File: src/design/smlc_pkg.sv
// package: register map, field positions, reset values and timing counts
package smlc_pkg;
	// register byte addresses
	localparam logic [7:0] ADDR_LOW_BATTERY_CONFIG = 8'h00;
	localparam logic [7:0] ADDR_CLOCK_DIV          = 8'h04;
	localparam logic [7:0] ADDR_LOCK_CTRL          = 8'h08;
	localparam logic [7:0] ADDR_LOCK_STATUS        = 8'h0c;
	localparam logic [7:0] ADDR_VCO_TUNE           = 8'h10;
	localparam logic [7:0] ADDR_TX_CTRL            = 8'h14;
	localparam logic [7:0] ADDR_RESET_STATUS       = 8'h18;
	localparam logic [7:0] ADDR_IRQ_STATUS         = 8'h1c;
	localparam logic [7:0] ADDR_IRQ_ENABLE         = 8'h20;
	localparam logic [7:0] ADDR_IRQ_CLEAR          = 8'h24;
	// low_battery_config fields
	localparam int LB_WARN_BIT  = 7;
	localparam int LB_VALID_BIT = 6;
	localparam logic [5:0] LB_THRESH_RESET = 6'h00;
	// clock divider: core clock = master / (ratio + 1)
	localparam logic [7:0] CLK_DIV_RESET = 8'h0f;
	// lock detector defaults (window length in clock cycles, delays in observation windows, limit in slips)
	localparam logic [7:0] LOCK_WINDOW_RESET = 8'h3f;
	localparam logic [3:0] SLIP_LIMIT_RESET  = 4'h2;
	localparam logic [3:0] LOCK_DLY_RESET    = 4'h4;
	localparam logic [3:0] UNLOCK_DLY_RESET  = 4'h2;
	// vco tuning and attenuation
	localparam logic [4:0] VCO_CAP_RESET = 5'h10;
	localparam logic [5:0] ATTEN_MAX     = 6'h24;
	// low-battery result settles this long after a threshold write
	localparam int LB_SETTLE_NS     = 1000;
	localparam int CLK_PERIOD_NS    = 50;
	localparam int LB_SETTLE_CYCLES = (LB_SETTLE_NS + CLK_PERIOD_NS - 1) / CLK_PERIOD_NS;
	// interrupt bits
	localparam int IRQ_BROWNOUT = 0;
	localparam int IRQ_LOWBAT   = 1;
	localparam int IRQ_LOCK     = 2;
	localparam int IRQ_UNLOCK   = 3;
	localparam int IRQ_W        = 4;
endpackage

File: src/design/smlc_lock_if.sv
// interface between the top and the lock detector
`timescale 1ns/1ps
interface smlc_lock_if;
	logic [7:0] window_len;
	logic [3:0] slip_limit;
	logic [3:0] lock_dly;
	logic [3:0] unlock_dly;
	logic       locked;
	logic [3:0] last_slips;
	modport ctrl (output window_len, output slip_limit, output lock_dly, output unlock_dly,
		input locked, input last_slips);
	modport det (input window_len, input slip_limit, input lock_dly, input unlock_dly,
		output locked, output last_slips);
endinterface

File: src/design/smlc_lock_det.sv
// pll lock detector: counts cycle slips per window, delayed lock/unlock
`timescale 1ns/1ps
module smlc_lock_det (
	// clock and reset
	input  wire logic   clk,
	input  wire logic   rst_n,
	// slip pulse from the phase detector
	input  wire logic   slip,
	// settings and result
	smlc_lock_if.det    lk
);
	typedef struct packed {
		logic [7:0] win_cnt;
		logic [3:0] slips;
		logic [3:0] good_cnt;
		logic [3:0] bad_cnt;
		logic       locked;
		logic [3:0] last_slips;
	} smlc_ld_s;

	smlc_ld_s st;
	smlc_ld_s next_st;

	// window close decides good or bad; runs of windows act as the delays
	always_comb begin
		next_st = st;
		if (slip && st.slips != 4'hf) begin
			next_st.slips = st.slips + 4'h1;
		end
		if (st.win_cnt >= lk.window_len) begin
			next_st.win_cnt = 8'h00;
			next_st.slips = 4'h0;
			next_st.last_slips = st.slips;
			if (st.slips <= lk.slip_limit) begin
				next_st.bad_cnt = 4'h0;
				if (st.good_cnt >= lk.lock_dly) begin
					next_st.locked = 1'b1;
				end else begin
					next_st.good_cnt = st.good_cnt + 4'h1;
				end
			end else begin
				next_st.good_cnt = 4'h0;
				if (st.bad_cnt >= lk.unlock_dly) begin
					next_st.locked = 1'b0;
				end else begin
					next_st.bad_cnt = st.bad_cnt + 4'h1;
				end
			end
		end else begin
			next_st.win_cnt = st.win_cnt + 8'h01;
		end
	end

	// state register
	always_ff @(posedge clk or negedge rst_n) begin
		if (!rst_n) begin
			st <= '0;
		end else begin
			st <= next_st;
		end
	end

	assign lk.locked     = st.locked;
	assign lk.last_slips = st.last_slips;
endmodule

File: src/design/smlc_top.sv
// supply monitor, reset sequencing, lock control, clock divider and tx gating
//
// Operation
// - brown-out forces and holds the whole chip in reset
// - slight supply recovery above brown-out leaves reset by warm reboot
// - supply collapse then power-on rise gives a cold start
// - low-battery comparator trip sets warning bit 7
// - bit 6 shows the warning bit holds a valid result
// - bits 5..0 are the writable low-battery threshold code
// - any threshold code is accepted, even below brown-out
// - lock decided by counting cycle slips per observation window
// - programmable lock delay, unlock delay and slip limit
// - core clock from master clock through programmable divider
// - five-bit selector picks one of thirty-two vco capacitor steps
// - window comparator tuning result is readable by software
// - transmit data bit gates the carrier on and off
// - attenuation 0..36 db in 1 db steps through a control field
`timescale 1ns/1ps
module smlc_top (
	// clock and reset
	input  wire logic        CORE_CLK,
	input  wire logic        RST_B,
	// axi4-lite write address
	input  wire logic        S_AXI_AWVALID,
	output logic             S_AXI_AWREADY,
	input  wire logic [7:0]  S_AXI_AWADDR,
	// axi4-lite write data
	input  wire logic        S_AXI_WVALID,
	output logic             S_AXI_WREADY,
	input  wire logic [31:0] S_AXI_WDATA,
	input  wire logic [3:0]  S_AXI_WSTRB,
	// axi4-lite write response
	output logic             S_AXI_BVALID,
	input  wire logic        S_AXI_BREADY,
	output logic [1:0]       S_AXI_BRESP,
	// axi4-lite read
	input  wire logic        S_AXI_ARVALID,
	output logic             S_AXI_ARREADY,
	input  wire logic [7:0]  S_AXI_ARADDR,
	output logic             S_AXI_RVALID,
	input  wire logic        S_AXI_RREADY,
	output logic [31:0]      S_AXI_RDATA,
	output logic [1:0]       S_AXI_RRESP,
	// analog comparators (asynchronous)
	input  wire logic        BROWNOUT,
	input  wire logic        SUPPLY_NEAR_ZERO,
	input  wire logic        LOW_BATTERY,
	input  wire logic        VCO_WINDOW_HIGH,
	input  wire logic        VCO_WINDOW_LOW,
	input  wire logic        CYCLE_SLIP,
	// transmit data and analog controls
	input  wire logic        TX_DATA,
	output logic             CHIP_RESET_B,
	output logic             CORE_CLK_EN,
	output logic [5:0]       LB_THRESHOLD,
	output logic [4:0]       VCO_CAP_SEL,
	output logic             PA_ENABLE,
	output logic [5:0]       PA_ATTEN,
	output logic             IRQ
);
	localparam int IRQ_W_T = smlc_pkg::IRQ_W;

	typedef enum logic [2:0] {
		SEQ_COLD = 3'b001,
		SEQ_RUN  = 3'b010,
		SEQ_HOLD = 3'b100
	} smlc_seq_e;

	typedef struct packed {
		logic [1:0]  bo_sync;
		logic [1:0]  zero_sync;
		logic [1:0]  lb_sync;
		logic [1:0]  whi_sync;
		logic [1:0]  wlo_sync;
		smlc_seq_e   seq;
		logic        warm_boot;
		logic        collapsed;
		logic [5:0]  lb_thresh;
		logic        lb_warn;
		logic        lb_valid;
		logic [7:0]  settle;
		logic [7:0]  div_ratio;
		logic [7:0]  div_cnt;
		logic [7:0]  win_len;
		logic [3:0]  slip_lim;
		logic [3:0]  lock_dly;
		logic [3:0]  unlock_dly;
		logic        lock_q;
		logic [4:0]  vco_cap;
		logic        tx_en;
		logic [5:0]  atten;
		logic [IRQ_W_T-1:0] irq_stat;
		logic [IRQ_W_T-1:0] irq_en;
		logic        aw_full;
		logic [7:0]  aw_addr;
		logic        w_full;
		logic [31:0] w_data;
		logic [3:0]  w_strb;
		logic        bvalid;
		logic        rvalid;
		logic [31:0] rdata;
	} smlc_state_s;

	logic [1:0]  rst_sync;
	logic        rst_n;
	smlc_state_s st;
	smlc_state_s next_st;
	logic        lb_write;
	logic [31:0] rd_word;

	smlc_lock_if lk ();

	// reset release through two flops
	always_ff @(posedge CORE_CLK or negedge RST_B) begin
		if (!RST_B) begin
			rst_sync <= 2'b00;
		end else begin
			rst_sync <= {rst_sync[0], 1'b1};
		end
	end
	assign rst_n = rst_sync[1];

	assign lk.window_len = st.win_len;
	assign lk.slip_limit = st.slip_lim;
	assign lk.lock_dly   = st.lock_dly;
	assign lk.unlock_dly = st.unlock_dly;

	smlc_lock_det u_lock (
		.clk   (CORE_CLK),
		.rst_n (rst_n),
		.slip  (CYCLE_SLIP),
		.lk    (lk.det)
	);

	// read mux, unmapped addresses read zero
	always_comb begin
		rd_word = 32'h0000_0000;
		if (S_AXI_ARADDR == smlc_pkg::ADDR_LOW_BATTERY_CONFIG) begin
			rd_word = {24'h0, st.lb_warn, st.lb_valid, st.lb_thresh};
		end else if (S_AXI_ARADDR == smlc_pkg::ADDR_CLOCK_DIV) begin
			rd_word = {24'h0, st.div_ratio};
		end else if (S_AXI_ARADDR == smlc_pkg::ADDR_LOCK_CTRL) begin
			rd_word = {8'h0, st.lock_dly, st.unlock_dly, 4'h0, st.slip_lim, st.win_len};
		end else if (S_AXI_ARADDR == smlc_pkg::ADDR_LOCK_STATUS) begin
			rd_word = {27'h0, lk.last_slips, lk.locked};
		end else if (S_AXI_ARADDR == smlc_pkg::ADDR_VCO_TUNE) begin
			rd_word = {22'h0, st.wlo_sync[1], st.whi_sync[1], 3'h0, st.vco_cap};
		end else if (S_AXI_ARADDR == smlc_pkg::ADDR_TX_CTRL) begin
			rd_word = {23'h0, st.tx_en, 2'h0, st.atten};
		end else if (S_AXI_ARADDR == smlc_pkg::ADDR_RESET_STATUS) begin
			rd_word = {29'h0, st.warm_boot, st.bo_sync[1], st.collapsed};
		end else if (S_AXI_ARADDR == smlc_pkg::ADDR_IRQ_STATUS) begin
			rd_word = {28'h0, st.irq_stat};
		end else if (S_AXI_ARADDR == smlc_pkg::ADDR_IRQ_ENABLE) begin
			rd_word = {28'h0, st.irq_en};
		end
	end

	assign lb_write = st.aw_full && st.w_full && !st.bvalid
		&& st.aw_addr == smlc_pkg::ADDR_LOW_BATTERY_CONFIG && st.w_strb[0];

	// next-state: sync, sequencer, divider, registers, bus
	always_comb begin
		logic [IRQ_W_T-1:0] ev;
		logic [IRQ_W_T-1:0] clr;
		ev  = '0;
		clr = '0;
		next_st = st;
		// comparator inputs except CYCLE_SLIP pass two flops before anything looks at them
		next_st.bo_sync   = {st.bo_sync[0], BROWNOUT};
		next_st.zero_sync = {st.zero_sync[0], SUPPLY_NEAR_ZERO};
		next_st.lb_sync   = {st.lb_sync[0], LOW_BATTERY};
		next_st.whi_sync  = {st.whi_sync[0], VCO_WINDOW_HIGH};
		next_st.wlo_sync  = {st.wlo_sync[0], VCO_WINDOW_LOW};
		// reset sequencer
		case (st.seq)
			SEQ_COLD: begin
				if (!st.bo_sync[1]) begin
					next_st.seq = SEQ_RUN;
				end
			end
			SEQ_RUN: begin
				if (st.bo_sync[1]) begin
					next_st.seq = SEQ_HOLD;
					ev[smlc_pkg::IRQ_BROWNOUT] = 1'b1;
				end
			end
			SEQ_HOLD: begin
				if (st.zero_sync[1]) begin
					next_st.collapsed = 1'b1;
				end
				if (!st.bo_sync[1]) begin
					if (st.collapsed || st.zero_sync[1]) begin
						next_st.seq = SEQ_COLD;
					end else begin
						next_st.seq = SEQ_RUN;
						next_st.warm_boot = 1'b1;
					end
				end
			end
			default: begin
				next_st.seq = SEQ_COLD;
			end
		endcase
		// cold start: registers other than lock control, irq status and the low-battery warning and valid bits return to power-on values, as first insertion
		if (st.seq == SEQ_HOLD && !st.bo_sync[1] && (st.collapsed || st.zero_sync[1])) begin
			next_st.lb_thresh = smlc_pkg::LB_THRESH_RESET;
			next_st.div_ratio = smlc_pkg::CLK_DIV_RESET;
			next_st.vco_cap   = smlc_pkg::VCO_CAP_RESET;
			next_st.tx_en     = 1'b0;
			next_st.atten     = 6'h00;
			next_st.irq_en    = '0;
			next_st.warm_boot = 1'b0;
			next_st.collapsed = 1'b0;
		end
		// core clock enable divider
		if (st.div_cnt >= st.div_ratio) begin
			next_st.div_cnt = 8'h00;
		end else begin
			next_st.div_cnt = st.div_cnt + 8'h01;
		end
		// low battery: result invalid while the comparator settles after a threshold write
		if (st.settle != 8'h00) begin
			next_st.settle = st.settle - 8'h01;
		end else begin
			next_st.lb_valid = 1'b1;
			next_st.lb_warn  = st.lb_sync[1];
			if (st.lb_sync[1] && !st.lb_warn) begin
				ev[smlc_pkg::IRQ_LOWBAT] = 1'b1;
			end
		end
		// lock edges
		next_st.lock_q = lk.locked;
		ev[smlc_pkg::IRQ_LOCK]   = lk.locked && !st.lock_q;
		ev[smlc_pkg::IRQ_UNLOCK] = !lk.locked && st.lock_q;
		// write address and data taken in either order
		if (S_AXI_AWVALID && !st.aw_full) begin
			next_st.aw_full = 1'b1;
			next_st.aw_addr = S_AXI_AWADDR;
		end
		if (S_AXI_WVALID && !st.w_full) begin
			next_st.w_full = 1'b1;
			next_st.w_data = S_AXI_WDATA;
			next_st.w_strb = S_AXI_WSTRB;
		end
		if (st.aw_full && st.w_full && !st.bvalid) begin
			next_st.bvalid = 1'b1;
			next_st.aw_full = 1'b0;
			next_st.w_full = 1'b0;
			if (st.w_strb[0]) begin
				if (lb_write) begin
					next_st.lb_thresh = st.w_data[5:0];
					next_st.lb_valid  = 1'b0;
					next_st.settle    = 8'(smlc_pkg::LB_SETTLE_CYCLES);
				end else if (st.aw_addr == smlc_pkg::ADDR_CLOCK_DIV) begin
					next_st.div_ratio = st.w_data[7:0];
				end else if (st.aw_addr == smlc_pkg::ADDR_LOCK_CTRL) begin
					next_st.win_len = st.w_data[7:0];
				end else if (st.aw_addr == smlc_pkg::ADDR_VCO_TUNE) begin
					next_st.vco_cap = st.w_data[4:0];
				end else if (st.aw_addr == smlc_pkg::ADDR_TX_CTRL) begin
					// out-of-range codes clamp to full attenuation
					next_st.atten = (st.w_data[5:0] > smlc_pkg::ATTEN_MAX) ? smlc_pkg::ATTEN_MAX
						: st.w_data[5:0];
				end else if (st.aw_addr == smlc_pkg::ADDR_IRQ_ENABLE) begin
					next_st.irq_en = st.w_data[IRQ_W_T-1:0];
				end else if (st.aw_addr == smlc_pkg::ADDR_IRQ_CLEAR) begin
					clr = st.w_data[IRQ_W_T-1:0];
				end else if (st.aw_addr == smlc_pkg::ADDR_RESET_STATUS) begin
					// clears ignored while held, so a warm-boot set in that cycle is never lost
					next_st.warm_boot = next_st.warm_boot & ~(st.w_data[2] & (st.seq != SEQ_HOLD));
				end
			end
			if (st.w_strb[1]) begin
				if (st.aw_addr == smlc_pkg::ADDR_LOCK_CTRL) begin
					next_st.slip_lim = st.w_data[11:8];
				end else if (st.aw_addr == smlc_pkg::ADDR_TX_CTRL) begin
					next_st.tx_en = st.w_data[8];
				end
			end
			if (st.w_strb[2] && st.aw_addr == smlc_pkg::ADDR_LOCK_CTRL) begin
				next_st.unlock_dly = st.w_data[19:16];
				next_st.lock_dly   = st.w_data[23:20];
			end
		end
		if (st.bvalid && S_AXI_BREADY) begin
			next_st.bvalid = 1'b0;
		end
		// read: one cycle from address to data
		if (S_AXI_ARVALID && !st.rvalid) begin
			next_st.rvalid = 1'b1;
			next_st.rdata  = rd_word;
		end else if (st.rvalid && S_AXI_RREADY) begin
			next_st.rvalid = 1'b0;
		end
		// sticky status: a set in the clear cycle wins
		next_st.irq_stat = (st.irq_stat & ~clr) | ev;
	end

	// state register
	always_ff @(posedge CORE_CLK or negedge rst_n) begin
		if (!rst_n) begin
			st            <= '0;
			st.seq        <= SEQ_COLD;
			st.lb_thresh  <= smlc_pkg::LB_THRESH_RESET;
			st.settle     <= 8'(smlc_pkg::LB_SETTLE_CYCLES);
			st.div_ratio  <= smlc_pkg::CLK_DIV_RESET;
			st.win_len    <= smlc_pkg::LOCK_WINDOW_RESET;
			st.slip_lim   <= smlc_pkg::SLIP_LIMIT_RESET;
			st.lock_dly   <= smlc_pkg::LOCK_DLY_RESET;
			st.unlock_dly <= smlc_pkg::UNLOCK_DLY_RESET;
			st.vco_cap    <= smlc_pkg::VCO_CAP_RESET;
		end else begin
			st <= next_st;
		end
	end

	// outputs
	assign S_AXI_AWREADY = !st.aw_full;
	assign S_AXI_WREADY  = !st.w_full;
	assign S_AXI_BVALID  = st.bvalid;
	assign S_AXI_BRESP   = 2'b00;
	assign S_AXI_ARREADY = !st.rvalid;
	assign S_AXI_RVALID  = st.rvalid;
	assign S_AXI_RDATA   = st.rdata;
	assign S_AXI_RRESP   = 2'b00;
	assign CHIP_RESET_B  = st.seq == SEQ_RUN;
	assign CORE_CLK_EN   = st.div_cnt == 8'h00;
	assign LB_THRESHOLD  = st.lb_thresh;
	assign VCO_CAP_SEL   = st.vco_cap;
	// carrier only passes while transmitting, out of reset, and keyed by data
	assign PA_ENABLE     = st.tx_en && TX_DATA && st.seq == SEQ_RUN;
	assign PA_ATTEN      = st.atten;
	assign IRQ           = |(st.irq_stat & st.irq_en);
endmodule

File: config.mk
export PLATFORM = sky130hd
export DESIGN_NAME = smlc_top
export DESIGN_NICKNAME = d
export VERILOG_FILES = /design/src/design/smlc_pkg.sv /design/src/design/smlc_lock_if.sv /design/src/design/smlc_lock_det.sv /design/src/design/smlc_top.sv
export SDC_FILE = /design/constraint.sdc
export NUM_CORES = 1
export LEC_CHECK = 0
export ABC_AREA = 1
export CORE_ASPECT_RATIO = 1.2
export CORE_MARGIN = 2
export CORE_UTILIZATION = 69
export CTS_CLUSTER_SIZE = 14
export DETAILED_ROUTE_END_ITERATION = 16
export DONT_BUFFER_PORTS = 1
export PLACE_DENSITY = 0.88
export SYNTH_ARGS = -nofsm -noshare
export SYNTH_HDL_FRONTEND = slang
export SYNTH_SLANG_ARGS = --single-unit
File: constraint.sdc
create_clock -name CORE_CLK -period 9.31 [get_ports CORE_CLK]
set_input_delay 1.862 -clock CORE_CLK [delete_from_list [all_inputs] [get_ports CORE_CLK]]
set_output_delay 1.862 -clock CORE_CLK [all_outputs]
set_load 0.01 [all_outputs]
Word level (Yosys, flattened, before mapping)

Index checks and enable logic that the tools add are counted.

Add/subtract/negate cells: 6
Order comparisons: 6
Eq/ne operators: 26
Muxes and demuxes: 94
Bitwise gates (word level): 9
Reductions and logical operators: 48

Operators by type and width:

| kind                  | count |
|---|---|
| $mux W4               | 24 |
| $mux W24              | 3 |
| $mux W6               | 10 |
| $eq A8 B5 Y1 const B  | 7 |
| $mux W8               | 7 |
| $mux W17              | 3 |
| $mux W37              | 1 |
| $mux W9               | 4 |
| $mux W5               | 6 |
| $mux W1               | 27 |
| $eq A8 B4 Y1 const B  | 3 |
| $eq A8 B6 Y1 const B  | 3 |
| $logic_not A8 Y1      | 3 |
| $mux W12              | 2 |
| $mux W10              | 2 |
| $logic_and A1 B1 Y1   | 18 |
| $add A8 B1 Y8 const B | 2 |
| $eq A8 B3 Y1 const B  | 2 |
| $ge A8 B8 Y1          | 2 |
| $reduce_bool A2 Y1    | 8 |
| $add A4 B1 Y4 const B | 3 |
| $pmux W3 S3           | 1 |
| $reduce_and A3 Y1     | 3 |
| $and A4 B4 Y4         | 2 |
| other kinds (23)      | 43 |

Register bits: 195
Input bits: 66
Logic and storage cells: 228

Longest topological paths before layout

Depth after elaboration: 16
Depth in mapped cells: 12
Mapped depth without buffers: 12

Cells and area by module

A second synthesis with hierarchy kept.

Cell total of the unflattened synthesis: 1007
Area total of the unflattened synthesis: 8839.7 µm²

Modules (own cells, without submodules):

| module        | times used | cells an instance | area an instance (µm²) | seq. area each (µm²) |
|---|---|---|---|---|
| smlc_top      | 1          | 783               | 7076.8                 | 3649.8 |
| smlc_lock_det | 1          | 224               | 1762.9                 | 625.6 |

Worst setup path before layout

No wires, ideal clock.

Path type: input to output
From: input port TX_DATA
To: output port PA_ENABLE
Arrival time: 2075 ps
Required time: 7448 ps
Path slack: 5373 ps
Cell stages on the path: 2
Buffers on the path: 0
Cell sequence: nand2_1 > nor2_1

Longest elaborated chain between the ends: 2

RTL lines:

| item                              | line            | text |
|---|---|---|
| start, declared                   | smlc_top.sv:52  | `input wire logic TX_DATA,` |
| $logic_and A1 B1 Y1 (2 in series) | smlc_top.sv:332 | `assign PA_ENABLE = st.tx_en && TX_DATA && st.seq == SEQ_RUN;` |
| end, declared                     | smlc_top.sv:57  | `output logic PA_ENABLE,` |

No other way between the ends.

Worst setup path in the final report

Ends and elaborated chain as after synthesis.

==> flow_summary.json <==
{
  "setup_violations": 0,
  "clock-root-buffer": "clkbuf_16",
  "drv_slew": 0,
  "p_leak_uw": 0.00451,
  "finalSetupTns_ns": 0,
  "clk_path_buf_depth": 2,
  "fin_skew_ns": 0.00807,
  "firstDrtPassIters": 5,
  "tightest_slew_ns": 1.01,
  "syn_area_per_cell_um2": 9.01,
  "place_congestion": 0.984,
  "ys.flop_type": "dfrtp_1",
  "ys_seq_area_share_pct": 48.7,
  "synth_enable_flop_cells": 0,
  "r2r_setup_slack_ns": 7.03,
  "layout_common_cells": "nand2_1 (155), dfrtp_1 (152), inv_1 (121)",
  "cts-htree-levels": 4,
  "grt_use_met2_pct": 48.8,
  "cp_data_required_time_ns": 7.45,
  "via_count": 6331,
  "final_cells": 1119,
  "crit_path_start_kind": "input port",
  "path_depth": 2,
  "io_buffer_count": 0,
  "dp_cells": 1087,
  "grt_use_total_pct": 29.2,
  "critPathLaunch": "TX_DATA",
  "cts_num_sinks": 170,
  "fmax_ghz": 0.253,
  "period_share_pct": 42.4,
  "crit_buf_inv": 0,
  "use_met1_pct": 35.4,
  "netlist_area_um2": 8770,
  "antenna_cells": 0,
  "final_cell_area_um2": 9180,
  "remaining_drc_errors": 0,
  "drive_above_1_share_pct": 13.3,
  "rsz0062_at_grt": "no",
  "dieArea_um2": 13600,
  "ys_warn_count": 0,
  "r2r-end": "S_AXI_RDATA[23]$_DFFE_PN0P_",
  "fin_nets": 1043,
  "cts-resized-gates": 0,
  "ios": 128,
  "crit_path_max_incr_delay_ns": 0.19,
  "hold_path_class": "reg -> async",
  "setup_ws_ns": 5.36,
  "grt_pass1_vias": 6399,
  "endpoint_kind": "output port",
  "overflow": 0,
  "path_class": "in -> out",
  "vias_per_cell": 5.66,
  "cp_data_arrival_time_ns": 2.09,
  "cts_tree": "yes",
  "grtUsageMet3_pct": 8.06,
  "start_util_pct": 69.9,
  "antenna_found_initial": 0,
  "reg2reg_from": "S_AXI_RVALID$_DFFE_PN0P_",
  "syn_inst": 973,
  "hold_buffers": 0,
  "synthArstFlopShare_pct": 100,
  "yosysUniqueCellTypes": 51,
  "drt-initial-drc-count": 470,
  "synth-seq-cells": 170,
  "top_usage_layer": "met2",
  "cpMaxStageDelayCell": "nor2_1",
  "path_cells": "nand2_1, nor2_1",
  "worstSetupEndpoint": "PA_ENABLE",
  "final_common_cell": "nand2_1",
  "rr_worst_depth": 7,
  "p_per_area_nw_per_um2": 258,
  "cts_made_buffers": 17,
  "path_max_fanout": 1,
  "drtAntennaViolNets": 0,
  "die_h_um": 128,
  "hold_violations": 0,
  "clock_latency_ns": 0.43,
  "place_hpwl_um": 13300,
  "areaGrowthSynthToFinish_pct": 4.69,
  "core_area_um2": 12600,
  "period_minus_slack_ns": 3.95,
  "grt_max_degree": 82,
  "drt-total-wl_um": 18400,
  "die_w_um": 107,
  "placed_cell_area_um2": 8560,
  "maxSlewHeadroom_pct": 32.9,
  "critPathTopFamily": "simple AND/OR/NAND/NOR gates",
  "wire_per_inst_um": 16.4,
  "cts_setup_buffers": 0,
  "drv_cap": 0,
  "std_cell_rows": 45,
  "status": "finished, final reports clean",
  "clkTransAtPathRegs_ns": 0.06,
  "irDropWorstVdd_mv": 0.271,
  "pre_cts_ws_ns": 5.36,
  "grt_pass1_wl_um": 30900
}
[registers in the layout, indices dropped and copies added (netlist names)]
| name | flops |
|---|---|
| lk.slip_limit | 4 |
| S_AXI_RDATA | 20 |
| rst_sync | 2 |
| st | 79 |
| u_lock.lk.last_slips | 4 |
| S_AXI_RVALID | 1 |
| next_st | 5 |
| LB_THRESHOLD | 6 |
| u_lock.st | 20 |
| u_lock.lk.locked | 1 |
| lk.unlock_dly | 4 |
| VCO_CAP_SEL | 5 |
| PA_ATTEN | 6 |
| lk.lock_dly | 4 |
| S_AXI_BVALID | 1 |
| lk.window_len | 8 |
[Yosys cell counts (all sizes together) (2+ instances only)]
cell type  number  area (µm²)
nor3           15         108
a22oi           3        22.5
o21ai          74         408
clkbuf          3        11.3
o211ai          2        20.0
o2111ai         3        26.3
buf            66         499
o22ai           7        43.8
a21oi          55         275
dfstp          17         447
a31oi           5        31.3
nand4           8        50.1
or2             4        27.5
conb            2        7.51
nor3b           3        22.5
ha             35         438
inv           131         497
xor2           10        87.6
dfrtp         153        3830
nand3b          4        30.0
nor2          114         543
nand2         162         636
xnor2           6        52.6
mux2           16         180
nand3          64         405
nor4            5        31.3
[metal layers]
layer,routed length (µm),up-vias
li1,-,3022
met1,7190,3028
met2,9130,229
met3,1400,52
met4,642,0
met5,0,-
[stage by stage]
stage	hold WS (ns)	power [µW]	util [%]
CTS	0.296	2370	73.1
global placement	0.289	1590	68.2
detailed placement	0.292	1630	68.2
finish	0.270	2370	73.1
floorplan	0.331	1500	-
global route	0.323	2490	73.1
[layout make-up]
| type | count | area, µm² |
|---|---|---|
| Clock inverter | 12 | 174 |
| Tap cell | 164 | 205 |
| Multi-Input combinational cell | 617 | 3550 |
| Fill cell | 893 | 3370 |
| Sequential cell | 170 | 4280 |
| Clock buffer | 20 | 447 |
| Inverter | 132 | 500 |
| Timing Repair Buffer | 4 | 30.0 |
[cell families after synthesis]
kind of cell	share of synthesized area [%]
AO/OA/AOI/OAI	9.80
XOR/XNOR	1.60
adder cells (fa/ha/maj)	4.99
buffers and inverters	11.5
flip-flops	48.7
multiplexers	2.05
other	0.0856
AND/OR/NAND/NOR	21.2
[power by group]
part           leakage (µW)  switching, µW  internal (µW)
sequential          0.00207            141            911
combinational       0.00215            367            204
clock              0.000292            289            455
[worst min-delay path by stage]
stage / start / to / slack, ns / cells after the start
CTS: rst_sync[1]$_DFF_PN0_ / st[71]$_DFFE_PN0P_ / 0.30 / 0
finish: rst_sync[1]$_DFF_PN0_ / st[74]$_DFFE_PN0P_ / 0.27 / 0
global route: rst_sync[1]$_DFF_PN0_ / st[74]$_DFFE_PN0P_ / 0.32 / 0
floorplan: rst_sync[0]$_DFF_PN0_ / rst_sync[1]$_DFF_PN0_ / 0.33 / 0
global placement: rst_sync[1]$_DFF_PN0_ / st[72]$_DFFE_PN0P_ / 0.29 / 0
detailed placement: rst_sync[1]$_DFF_PN0_ / st[72]$_DFFE_PN0P_ / 0.29 / 0
No activity file was read; power rests on OpenSTA's default activity.
